===== config.mk =====
export PLATFORM = sky130hd
export DESIGN_NAME = ief_interrupt_enable_flag_logic
export DESIGN_NICKNAME = d
export VERILOG_FILES = /design/src/rtl/ief_interrupt_enable_flag_logic.v
export VERILOG_INCLUDE_DIRS = /design/src /design/src/rtl
export SDC_FILE = /design/constraint.sdc
export NUM_CORES = 1
export LEC_CHECK = 0
export ABC_AREA = 0
export BUFFER_PORTS_ARGS = -buffer_cell sky130_fd_sc_hd__clkbuf_2
export CORE_MARGIN = 2
export CORE_UTILIZATION = 45
export CTS_CLUSTER_DIAMETER = 120
export DETAILED_ROUTE_END_ITERATION = 7
export PLACE_DENSITY = 0.79
export SLEW_MARGIN = 10
export SYNTH_ARGS = -nofsm -noshare
export SYNTH_HDL_FRONTEND = slang
export SYNTH_SLANG_ARGS = --single-unit

===== constraint.sdc =====
create_clock -name clk -period 2.1 [get_ports clk]
set_clock_uncertainty 0.2 [all_clocks]
set_input_delay 0.105 -clock clk [delete_from_list [all_inputs] [get_ports clk]]
set_output_delay 0.105 -clock clk [all_outputs]
set_load 0.05 [all_outputs]

===== src/rtl/ief_map.vh =====
// Purpose: Register offsets, field positions and reset values of the interrupt enable and flag block
// Assumes: Classic Wishbone, 32-bit data, byte addresses
// Notes:   Registers hold 8 bits in the low lane, except option: edge select in bit 0, pin mask in bits 13:8; other bits read as zero
`ifndef IEF_MAP_VH
`define IEF_MAP_VH

`define IEF_OFF_INTERRUPT_CONTROL      4'h0
`define IEF_OFF_PERIPH_IRQ_ENABLE      4'h4
`define IEF_OFF_PERIPH_IRQ_REQUEST     4'h8
`define IEF_OFF_OPTION                 4'hc
`define IEF_ADDR_W                     4

// Interrupt control fields
`define IEF_GLOBAL_EN_BIT              7
`define IEF_GROUP_EN_BIT               6
`define IEF_TZ_EN_BIT                  5
`define IEF_EXTIE_BIT                  4
`define IEF_PCIE_BIT                   3
`define IEF_TZ_FLAG_BIT                2
`define IEF_EXTIF_BIT                  1
`define IEF_PCIF_BIT                   0

// Option fields
`define IEF_EDGE_BIT                   0
`define IEF_PCMASK_LSB                 8
`define IEF_PCMASK_MSB                 13

`define IEF_CTRL_EN_RESET              5'h00
`define IEF_CTRL_FLAG_RESET            3'h0
`define IEF_PIE_RESET                  8'h00
`define IEF_PIR_RESET                  8'h00
`define IEF_EDGE_RESET                 1'b1
`define IEF_PCMASK_RESET               6'h00
`define IEF_PORT_W                     6

`endif


===== src/rtl/ief_interrupt_enable_flag_logic.v =====
// Purpose: Interrupt enable and flag logic with one request to the core
// Assumes: Rollover and peripheral event inputs are one-cycle pulses synchronous to clk; pin and port inputs are levels
// Notes:   Registers reached over classic Wishbone
// Operation
// - Global enable gates every interrupt request
// - Group enable passes or blocks peripheral sources
// - Timer zero enable masks overflow flag
// - External pin enable masks pin flag
// - Port change needs enable and pin mask
// - Timer zero rollover sets sticky flag
// - Reset leaves timer count untouched
// - External pin event sets sticky flag
// - Any monitored port pin change sets flag
// - Peripheral sources need group enable too
// - Write complete enable masks its flag
// - Converter enable masks conversion done flag
// - Capture compare enable masks its flag
// - Comparator two enable masks its flag
// - Comparator one enable masks its flag
// - Clock fail enable masks its flag
// - Timer two match enable masks flag
// - Timer one enable masks overflow flag
// - Flags set regardless of enables
// - Edge select picks rising or falling
`include "ief_map.vh"
`timescale 1ns/1ns
`default_nettype none

module ief_interrupt_enable_flag_logic (
   input  wire        clk,
   input  wire        resetn,
   input  wire        wb_cyc_i,
   input  wire        wb_stb_i,
   input  wire        wb_we_i,
   input  wire [31:0] wb_adr_i,
   input  wire [3:0]  wb_sel_i,
   input  wire [31:0] wb_dat_i,
   output reg  [31:0] wb_dat_o,
   output reg         wb_ack_o,
   input  wire        timer_zero_rollover,
   input  wire        ext_irq_pin,
   input  wire [5:0]  gp_port,
   input  wire [7:0]  periph_event,
   output reg         irq_request
);

   reg  [7:0] interrupt_control;
   reg  [7:0] peripheral_interrupt_enable;
   reg  [7:0] peripheral_interrupt_request;
   reg        ext_edge_select;
   reg  [5:0] pin_change_mask;
   reg        ext_pin_last;
   reg  [5:0] port_last;
   reg        port_valid;

   wire       access;
   wire       wr_lane0;
   wire       wr_lane1;
   wire [3:0] offset;
   wire       ext_event;
   wire       port_event;
   wire       next_irq;
   reg  [31:0] next_dat;

   // Register index decode, used by read mux and write paths
   function hit;
      input [3:0] addr;
      input [3:0] target;
      begin
         hit = (addr == target);
      end
   endfunction

   assign access   = wb_cyc_i & wb_stb_i & ~wb_ack_o;
   assign offset   = wb_adr_i[3:0];
   assign wr_lane0 = access & wb_we_i & wb_sel_i[0];
   assign wr_lane1 = access & wb_we_i & wb_sel_i[1];

   // Pin sampled once; edge detect compares against last sample
   assign ext_event = ext_edge_select ? (ext_irq_pin & ~ext_pin_last)
                                      : (~ext_irq_pin & ext_pin_last);
   // First sample after reset has no history, so no change is reported
   assign port_event = port_valid & (|((gp_port ^ port_last) & pin_change_mask));

   assign next_irq = interrupt_control[`IEF_GLOBAL_EN_BIT] & (
      (interrupt_control[`IEF_TZ_EN_BIT] & interrupt_control[`IEF_TZ_FLAG_BIT]) |
      (interrupt_control[`IEF_EXTIE_BIT] & interrupt_control[`IEF_EXTIF_BIT]) |
      (interrupt_control[`IEF_PCIE_BIT] & interrupt_control[`IEF_PCIF_BIT]) |
      (interrupt_control[`IEF_GROUP_EN_BIT] &
       (|(peripheral_interrupt_enable & peripheral_interrupt_request))));

   always @* begin
      next_dat = 32'h0000_0000;
      if (hit(offset, `IEF_OFF_INTERRUPT_CONTROL))
         next_dat[7:0] = interrupt_control;
      else if (hit(offset, `IEF_OFF_PERIPH_IRQ_ENABLE))
         next_dat[7:0] = peripheral_interrupt_enable;
      else if (hit(offset, `IEF_OFF_PERIPH_IRQ_REQUEST))
         next_dat[7:0] = peripheral_interrupt_request;
      else if (hit(offset, `IEF_OFF_OPTION)) begin
         next_dat[`IEF_EDGE_BIT] = ext_edge_select;
         next_dat[`IEF_PCMASK_MSB:`IEF_PCMASK_LSB] = pin_change_mask;
      end
   end

   // Bus slave: ack one cycle after request, unmapped reads give zero
   always @(posedge clk or negedge resetn) begin
      if (!resetn) begin
         wb_ack_o <= 1'b0;
         wb_dat_o <= 32'h0000_0000;
      end else begin
         wb_ack_o <= access;
         wb_dat_o <= access ? next_dat : 32'h0000_0000;
      end
   end

   always @(posedge clk or negedge resetn) begin
      if (!resetn) begin
         ext_pin_last <= 1'b0;
         port_last    <= 6'h00;
         port_valid   <= 1'b0;
         irq_request  <= 1'b0;
      end else begin
         ext_pin_last <= ext_irq_pin;
         port_last    <= gp_port;
         port_valid   <= 1'b1;
         irq_request  <= next_irq;
      end
   end

   // Enables and options; the timer count lives outside, so reset here never touches it
   always @(posedge clk or negedge resetn) begin
      if (!resetn) begin
         interrupt_control[7:3]      <= `IEF_CTRL_EN_RESET;
         peripheral_interrupt_enable <= `IEF_PIE_RESET;
         ext_edge_select             <= `IEF_EDGE_RESET;
         pin_change_mask             <= `IEF_PCMASK_RESET;
      end else begin
         if (wr_lane0 && hit(offset, `IEF_OFF_INTERRUPT_CONTROL))
            interrupt_control[7:3] <= wb_dat_i[7:3];
         if (wr_lane0 && hit(offset, `IEF_OFF_PERIPH_IRQ_ENABLE))
            peripheral_interrupt_enable <= wb_dat_i[7:0];
         if (wr_lane0 && hit(offset, `IEF_OFF_OPTION))
            ext_edge_select <= wb_dat_i[`IEF_EDGE_BIT];
         if (wr_lane1 && hit(offset, `IEF_OFF_OPTION))
            pin_change_mask <= wb_dat_i[`IEF_PCMASK_MSB:`IEF_PCMASK_LSB];
      end
   end

   // Sticky flags: software writes, but a same-cycle event wins over a clear
   always @(posedge clk or negedge resetn) begin
      if (!resetn) begin
         interrupt_control[2:0]       <= `IEF_CTRL_FLAG_RESET;
         peripheral_interrupt_request <= `IEF_PIR_RESET;
      end else begin
         if (wr_lane0 && hit(offset, `IEF_OFF_INTERRUPT_CONTROL))
            interrupt_control[2:0] <= wb_dat_i[2:0]
               | {timer_zero_rollover, ext_event, port_event};
         else
            interrupt_control[2:0] <= interrupt_control[2:0]
               | {timer_zero_rollover, ext_event, port_event};
         if (wr_lane0 && hit(offset, `IEF_OFF_PERIPH_IRQ_REQUEST))
            peripheral_interrupt_request <= wb_dat_i[7:0] | periph_event;
         else
            peripheral_interrupt_request <= peripheral_interrupt_request | periph_event;
      end
   end

endmodule // ief_interrupt_enable_flag_logic

`default_nettype wire


==> impl_results.md, run 1 <==
- Buffers on Ports: 56
- Achievable frequency: 496 MHz
- First DRT Iteration DRCs: 112
- Dpl cells: 329
- Routed vias: 1,804
- Die span in x: 77.9 µm
- Post-route DRC: 0
- Area grow syn2layout: 34.4%
- Power density cells: 660 mW/mm²
- Worst Path Buf+Inv: 2
- First-pass GRT wire length: 8630 µm
- Lkg Pwr: 0.00155 µW
- H-tree depth: 2
- Setup TNS: 0 ps
- Length of the first detailed-routing pass in iterations: 4
- NetSw: 554 µW
- Clock power frac: 32.8%
- DR vias/cell: 4.89
- Status: completed
- Critical path arrival: 1980 ps
- CP Class: flip-flop to flip-flop
- Flops & latches, synth: 55
- Largest stage delay, worst path: 500 ps
- Core area: 0.00520 mm²
- Crit Path Max Fanout: 8
- Vias in the first global route: 1,775
- Final Setup Violations: 0
- Max_cap viols: 0
- Clock Latency Late Sink: 300 ps
- Post-DR wirelength/cell: 14.5 µm
- Final Hold Fails: 0
- CP max stage cell: a2111oi_0
- Inserted Clock Buffers: 5
- CTS tree: built
- Period utilisation layout: 96.0%
- Final min period: 2020 ps
- Initial Utilization: 47.3%
- GP Congestion: 0.799
- Top delay family on crit path: compound AO/OA/AOI/OAI gates
- Height of the die: 77.9 µm
- CP Data Required Time: 2060 ps
- Syn Inst Count: 196
- # clock sinks: 55
- # rows: 26
- Syn. warnings: 0
- Power share of the combinational group: 15.0%
- Synthesized area per cell: 12.6 µm²
- Class of the worst hold path: input pin to flip-flop
- Die area: 0.00607 mm²
- Antenna cells: 0
- Antenna-violating nets left: 0
- DP HPWL: 3700 µm
- R2R setup slack: 80 ps
- Total GRT Usage: 18.4%
- WL final: 5350 µm
- Crit end category: flip-flop
- Initial antenna violation count: 0
- Max-slew violation count: 0
- Overflow left after global routing: 0
- Layout Nets: 387
- CP cell instances: nand3b_1, buf_4, inv_1, nand2_1, a2111oi_0
- Largest net degree at the start of global routing: 19
- IO Count: 123
- Switching share of power: 25.3%
- Netlist cell types: 34
- Post-synthesis sequential area ratio: 56.0%
- Worst-path clk slew: 90 ps
- Layout Cells excl Fill: 369
- CP Launch Type: flip-flop
- Sequential share of power: 52.2%
- Root Buffer: clkbuf_8
- Share of cells above drive strength 1: 35.8%
- RSZ-0062 raised after global routing: true
- Peak supply drop: 465 µV
- P_int: 1630 µW
- Clock Tree Buf Depth: 2
- Post-Syn Area: 0.00246 mm²
[registers in the layout, indices dropped and copies added (netlist names), 6 cells and up]
signal and count:
interrupt_control 8, peripheral_interrupt_enable 8, peripheral_interrupt_request 8, pin_change_mask 6, port_last 6, wb_dat_o 14
[final cells by class]
| class | instances | area, µm² |
|---|---|---|
| flip-flops and latches | 55 | 1380 |
| inverters | 2 | 7.51 |
| multi-input cells | 133 | 1010 |
| well taps | 70 | 87.6 |
| clock buffers | 6 | 82.6 |
| repair buffers | 101 | 708 |
| fillers | 399 | 1900 |
| clock inverters | 2 | 35.0 |
[cells by family (layout without fill, tap and decap cells)]
logic type,after synthesis,after routing,share of synthesized area (%)
buffers and inverters,25,111,6.92
DFF,55,55,56.0
and+or+nand+nor,57,57,14.6
muxes,23,23,10.4
other,2,19,0.305
AOI/OAI and AO/OA,28,28,9.56
xor gates and xnor gates,6,6,2.14
[Yosys cell counts]
cell	instances	area share [%]
a222oi_1	1	0.41
nand3b_1	2	0.61
or3b_1	1	0.36
conb_1	2	0.31
nor3_4	1	0.66
dfrtp_1	54	55
o211ai_1	1	0.31
nor4_1	2	0.51
a211o_1	9	3.2
dfstp_2	1	1.1
nor3_2	2	0.81
and3_1	1	0.25
xor2_1	6	2.1
a221o_1	1	0.41
nand4_1	1	0.25
nand2_1	5	0.76
and2_1	6	1.5
buf_4	20	6.1
nand2b_1	7	1.8
nor4_4	1	0.86
nand3_1	1	0.20
nor2_1	9	1.4
nor2b_1	16	4.1
a22oi_1	7	2.1
and2b_1	1	0.31
mux2_2	21	9.6
buf_2	1	0.20
clkbuf_1	2	0.31
a2111oi_0	7	2.5
a211oi_1	1	0.31
inv_1	2	0.31
mux2i_1	2	0.81
or4_1	1	0.31
a21boi_0	1	0.31
[worst register-to-register path, delay by kind of cell (launching register included)]
kind / cells / cell delay, ps
DFF: 1 / 400
AOI/OAI and AO/OA: 1 / 500
buffers and inverters: 2 / 290
and+or+nand+nor: 2 / 480
[what timing repair did]
item,CTS,global route
resized for setup,0,4
setup endpoints to repair,0,10
hold buffers,31,0
setup buffers,0,1
endpoints found under the hold margin,93,0
[power groups by stage]
| stage | Combinational (µW) | Sequential (µW) | Clock (µW) |
|---|---|---|---|
| CTS | 326 | 1140 | 726 |
| finish | 327 | 1140 | 717 |
| detailed placement | 280 | 1160 | 0 |
| floorplan | 193 | 1160 | 0 |
| global placement | 277 | 1160 | 0 |
| global route | 355 | 1150 | 769 |
[through the flow]
| step | setup slack, ps | power [µW] | cell area, µm² | util (%) | hold WS [ps] |
|---|---|---|---|---|---|
| 6_report | 83.4 | 2180 | 3310 | 63.5 | 24.4 |
| 5_1_grt | -4.72 | 2270 | 3310 | 63.5 | 34.9 |
| 4_1_cts | 38.5 | 2190 | 3290 | 63.2 | 17.9 |
| 3_5_place_dp | 55.7 | 1440 | 2860 | 55.0 | -194 |
| 3_3_place_gp | 63.0 | 1430 | 2860 | 55.0 | -184 |
| 2_1_floorplan | -54.0 | 1360 | 2550 | - | -391 |
[routing by layer]
metal,up-vias,track usage [%],share of wire (%)
met5,-,0,0
met4,0,8.25,1.6
met3,9,2.91,4.2
met2,49,30.8,52
met1,882,23.5,42
li1,864,-,-
[final timing paths]
kind	from	to	depth (start not counted)
setup / recovery	wb_ack_o	wb_dat_o[4]	5
hold / removal	wb_adr_i[1]	wb_dat_o[0]	3
setup reg to reg	wb_ack_o	wb_dat_o[4]	5
hold reg to reg	ext_pin_last	interrupt_control[1]	1
max in group asynchronous	resetn	wb_ack_o	3
min in group asynchronous	resetn	port_last[2]	2
[layout by cell type, fill, tap and decap left out, drive strengths merged]
cell / netlist / routed
a2111oi: 7 / 7
a211o: 9 / 9
a211oi: 1 / 1
a21boi: 1 / 1
a221o: 1 / 1
a222oi: 1 / 1
a22oi: 7 / 7
and2: 6 / 6
and2b: 1 / 1
and3: 1 / 1
buf: 21 / 14
bufinv: 0 / 1
clkbuf: 2 / 62
clkinv: 0 / 1
conb: 2 / 19
dfrtp: 54 / 54
dfstp: 1 / 1
dlygate4sd3: 0 / 31
inv: 2 / 2
mux2: 21 / 21
mux2i: 2 / 2
nand2: 5 / 5
nand2b: 7 / 7
nand3: 1 / 1
nand3b: 2 / 2
nand4: 1 / 1
nor2: 9 / 9
nor2b: 16 / 16
nor3: 3 / 3
nor4: 3 / 3
o211ai: 1 / 1
or3b: 1 / 1
or4: 1 / 1
xor2: 6 / 6
No activity file was read; power rests on OpenSTA's default activity.
==> run 2, diff against run 1 <==
- CORE_MARGIN: 2 -> 3
==> run 2 against run 1 <==
First-iteration DRC count is 15% higher. Design area is 0.26% lower. Critical path depth is 1 lower. Sequential power hardly changed. Final cell count is 0.54% higher. Hold slack better by 21 ps. Die area is 5.2% higher.
==> impl_results.md, run 2 (synthesis results as in run 1) <==
- Status: completed
- Critical path arrival: 1940 ps
- Antenna cells: 0
- Relative max-transition margin: 58.7%
- Buffers on Ports: 56
- Antenna-violating nets left: 0
- Worst Path Buf+Inv: 1
- Largest stage delay, worst path: 600 ps
- DP HPWL: 3800 µm
- IO Count: 123
- CP Data Required Time: 2040 ps
- CP max stage cell: a2111oi_0
- Root Buffer: clkbuf_8
- Fin Hold WS: 45.8 ps
- Length of the first detailed-routing pass in iterations: 4
- Top delay family on crit path: compound AO/OA/AOI/OAI gates
- Height of the die: 79.9 µm
- Crit end category: flip-flop
- Power density cells: 618 mW/mm²
- Achievable frequency: 499 MHz
- Final Hold Fails: 0
- Largest net degree at the start of global routing: 35
- Commonest cells after routing, fill and taps aside: 55 x clkbuf_2, 53 x dfrtp_1, 31 x dlygate4sd3_1, 19 x conb_1, 16 x nor2b_1
- Layout Nets: 389
- Setup TNS: 0 ps
- Die span in x: 79.9 µm
- Worst Hold End: wb_ack_o
- Initial antenna violation count: 0
- Lkg Pwr: 0.00156 µW
- Most common cell after layout, fill and taps aside: clkbuf_2
- Class of the worst hold path: input pin to flip-flop
- Worst Reg-to-Reg Cells: 4
- Hold path startpoint: wb_stb_i
- RSZ-0062 raised after global routing: false
- Clock Tree Buf Depth: 2
- CP Launch Type: flip-flop
- R2R Path Start: wb_ack_o
- H-tree depth: 2
- GP Congestion: 0.830
- DR vias/cell: 5.08
- Clock Latency Late Sink: 310 ps
- Die area: 0.00639 mm²
- Hold depth: 3
- Max_cap viols: 0
- Vias in the first global route: 1,912
- R2r endpoint: wb_dat_o[3]
- Share of cells above drive strength 1: 35.5%
- Overflow left after global routing: 0
- Routed vias: 1,883
- Final Setup Violations: 0
- Worst slew pin tran: 603 ps
- Post-route DRC: 0
- # rows: 26
- Final min period: 2000 ps
- Max-slew violation count: 0
- Worst-path clk slew: 90 ps
- Initial Utilization: 47.3%
- Biggest register: wb_dat_o
- Total GRT Usage: 19.0%
- Core area: 0.00520 mm²
- Post-DR wirelength/cell: 15.2 µm
- Area grow syn2layout: 34.1%
- First-pass GRT wire length: 9160 µm
- WL final: 5660 µm
- Max reg flops: 14
- Crit Path Max Fanout: 8
- CTS tree: built
- First DRT Iteration DRCs: 129
- Period utilisation layout: 95.4%
- CP cell instances: nand3b_1, inv_1, nand2_1, a2111oi_0
- Peak supply drop: 292 µV
- # clock sinks: 55
- Inserted Clock Buffers: 5
- R2R setup slack: 100 ps
- CP Class: flip-flop to flip-flop
[run 2: stage by stage]
stage / total power [µW] / area (µm²) / utilization, % / std cells / setup WS, ps
floorplan: 1360 / 2550 / - / 213 / -54.0
global placement: 1430 / 2880 / 55.3 / 331 / 81.0
detailed placement: 1440 / 2880 / 55.3 / 331 / 67.3
CTS: 2040 / 3280 / 63.1 / 371 / 15.4
global route: 2130 / 3300 / 63.4 / 371 / 14.1
finish: 2040 / 3300 / 63.4 / 371 / 97.3
[run 2: how the worst max path moves through the flow]
stage	slack, ps	end	from	depth (start not counted)
finish	100	wb_dat_o[3]	wb_ack_o	4
global route	10	wb_dat_o[3]	wb_ack_o	4
CTS	20	interrupt_control[6]	wb_adr_i[3]	7
detailed placement	70	peripheral_interrupt_request[3]	wb_ack_o	5
global placement	80	peripheral_interrupt_request[5]	wb_ack_o	5
floorplan	-50	pin_change_mask[0]	wb_ack_o	5
[run 2: power breakdown]
group / total [µW] / switching, µW / internal [µW]
registers: 1140 / 33.6 / 1100
clock network: 567 / 333 / 234
logic: 334 / 192 / 142
[run 2: per-layer routing]
metal  share of wire (%)  track usage, %  vias up
met4                 2.2            7.43        0
li1                    -               -      862
met5                   0               0        -
met2                  55            33.1       69
met1                  38            23.2      939
met3                 5.5            3.16       13
[run 2: final cells by class]
cell class / count / area (µm²)
multi-input cells: 133 / 1000
flip-flops and latches: 55 / 1380
repair buffers: 103 / 734
fillers: 406 / 1910
well taps: 70 / 87.6
clock buffers: 6 / 72.6
inverters: 2 / 7.51
clock inverters: 2 / 12.5
[run 2: tightest hold or removal path, cell delays in order]
cell and delay, ps:
clkbuf_2 80, nand3b_1 230, inv_1 90
[run 2: timing repair]
action                     CTS  global route
setup endpoints to repair    0            21
hold endpoints to repair    72             0
setup buffers                0             1
hold buffers                32             0
resized for setup            0             4
==> run 3, diff against run 2 <==
- CORE_UTILIZATION: 45 -> 49
- PLACE_DENSITY: 0.79 -> 0.85
- clock period: 2.1 -> 2.42 ns (I/O delays scaled with it)
==> run 3 against run 2 <==
Combinational power fell by 16%. Final cell count shrank 2.4%. Critical path type unchanged. Design area down 3.2%. Via count is 2.4% lower. Power shrank 14%. Clock-buffer cell count increased by 1.
==> impl_results.md, run 3 (synthesis results as in run 1) <==
- Max-slew violation count: 0
- Worst slew pin tran: 754 ps
- Max reg flops: 14
- Post-DR wirelength/cell: 14.9 µm
- Top delay family on crit path: simple AND/OR/NAND/NOR gates
- GP Congestion: 0.822
- Crit end category: flip-flop
- Buffers on Ports: 56
- Overflow left after global routing: 0
- Switching share of power: 26.8%
- Die span in x: 76.9 µm
- CTS tree: built
- Biggest register: wb_dat_o
- CP cell instances: nand3b_1, nor4_4, buf_4, and2b_1, a211o_1
- Inserted Clock Buffers: 5
- Class of the worst hold path: input pin to flip-flop
- CP Class: flip-flop to flip-flop
- Die area: 0.00591 mm²
- Initial antenna violation count: 0
- H-tree depth: 2
- Most common cell after layout, fill and taps aside: clkbuf_2
- Area grow syn2layout: 29.8%
- Max_cap viols: 0
- Core area: 0.00479 mm²
- Post-Route Utilization: 66.7%
- First DRT Iteration DRCs: 170
- IO Count: 123
- Crit Path Max Fanout: 12
- Final min period: 2130 ps
- Post-DP Area: 0.00280 mm²
- Total GRT Usage: 19.5%
- Antenna cells: 0
- CP Data Required Time: 2410 ps
- Achievable frequency: 469 MHz
- Clock Latency Late Sink: 300 ps
- Worst-path clk slew: 90 ps
- WL final: 5380 µm
- Period utilisation layout: 88.0%
- DP HPWL: 3830 µm
- P_int: 1280 µW
- DR vias/cell: 5.08
- Final Setup Violations: 0
- Final Cell Area: 0.00319 mm²
- Commonest cells after routing, fill and taps aside: 56 x clkbuf_2, 54 x dfrtp_1, 31 x dlygate4sd3_1, 21 x mux2_2, 19 x conb_1
- Antenna-violating nets left: 0
- Lkg Pwr: 0.00151 µW
- Layout Nets: 383
- Length of the first detailed-routing pass in iterations: 4
- Peak supply drop: 348 µV
- NetSw: 468 µW
- # rows: 25
- Worst Path Buf+Inv: 1
- CP Launch Type: flip-flop
- CP max stage cell: dfrtp_1
- Relative max-transition margin: 49.7%
- Critical path arrival: 2120 ps
- Initial Utilization: 51.4%
- Clock Tree Buf Depth: 2
- Share of cells above drive strength 1: 33.2%
- Routed vias: 1,838
- Post-route DRC: 0
- Largest net degree at the start of global routing: 32
- RSZ-0062 raised after global routing: false
- Final Hold Fails: 0
- Height of the die: 76.9 µm
- # clock sinks: 55
- Clock power frac: 27.3%
- Sequential share of power: 56.6%
- Pre-CTS setup slack: 316 ps
- Vias in the first global route: 1,904
- First-pass GRT wire length: 9060 µm
- Setup TNS: 0 ps
- Root Buffer: clkbuf_8
- Power density cells: 547 mW/mm²
- Final setup margin: 290 ps
- Power share of the combinational group: 16.1%
- Largest stage delay, worst path: 380 ps
- Status: completed
## run 3: final cells by class
cell class / instances / area, µm²
clock buffer: 7 / 76.3
clock inverter: 1 / 5.00
fill: 353 / 1590
inverter: 2 / 7.51
multi-input combinational: 133 / 976
sequential: 55 / 1380
tap: 67 / 83.8
timing repair buffer: 97 / 666
## run 3: power groups by stage
stage               logic (µW)  clock network [µW]  registers, µW
floorplan                  163                   0           1010
global placement           231                   0           1000
detailed placement         240                   0           1000
CTS                        281                 495            987
global route               304                 529            992
finish                     280                 477            988
## run 3: worst paths after layout
path                               from  slack (ps)                              end  cells after the start
min in group asynchronous        resetn         210  peripheral_interrupt_request[1]                      2
min                         wb_adr_i[1]          40                      wb_dat_o[0]                      3
max in group asynchronous        resetn        1140  peripheral_interrupt_request[7]                      3
max                            wb_ack_o         290  peripheral_interrupt_request[2]                      5
max reg2reg                    wb_ack_o         290  peripheral_interrupt_request[2]                      5
min reg2reg                ext_pin_last         280             interrupt_control[1]                      1
## run 3: timing repair
action / CTS / global route
setup buffers: 0 / 0
resized for setup: 0 / 0
endpoints found under the hold margin: 66 / 0
hold buffers: 31 / 0
## run 3: worst reg2reg max path: cells and delay by family (launching register included)
kind                   cells  cell delay [ps]
and+or+nand+nor            3              940
buffers and inverters      1              240
AOI/OAI and AO/OA          1              260
DFF                        1              380
## run 3: stage by stage
step	hold WS [ps]	power, µW	instances
final	44.9	1740	362
after global routing	72.8	1820	362
after CTS	37.3	1760	362
after detailed placement	38.1	1250	323
after global placement	20.5	1230	323
after floorplan	-375	1170	213
## run 3: metal layers
layer,global-route usage (%),wire length [µm]
met1,23.4,2070
met2,33.4,2850
met3,3.87,281
met4,9.78,187
met5,0,0
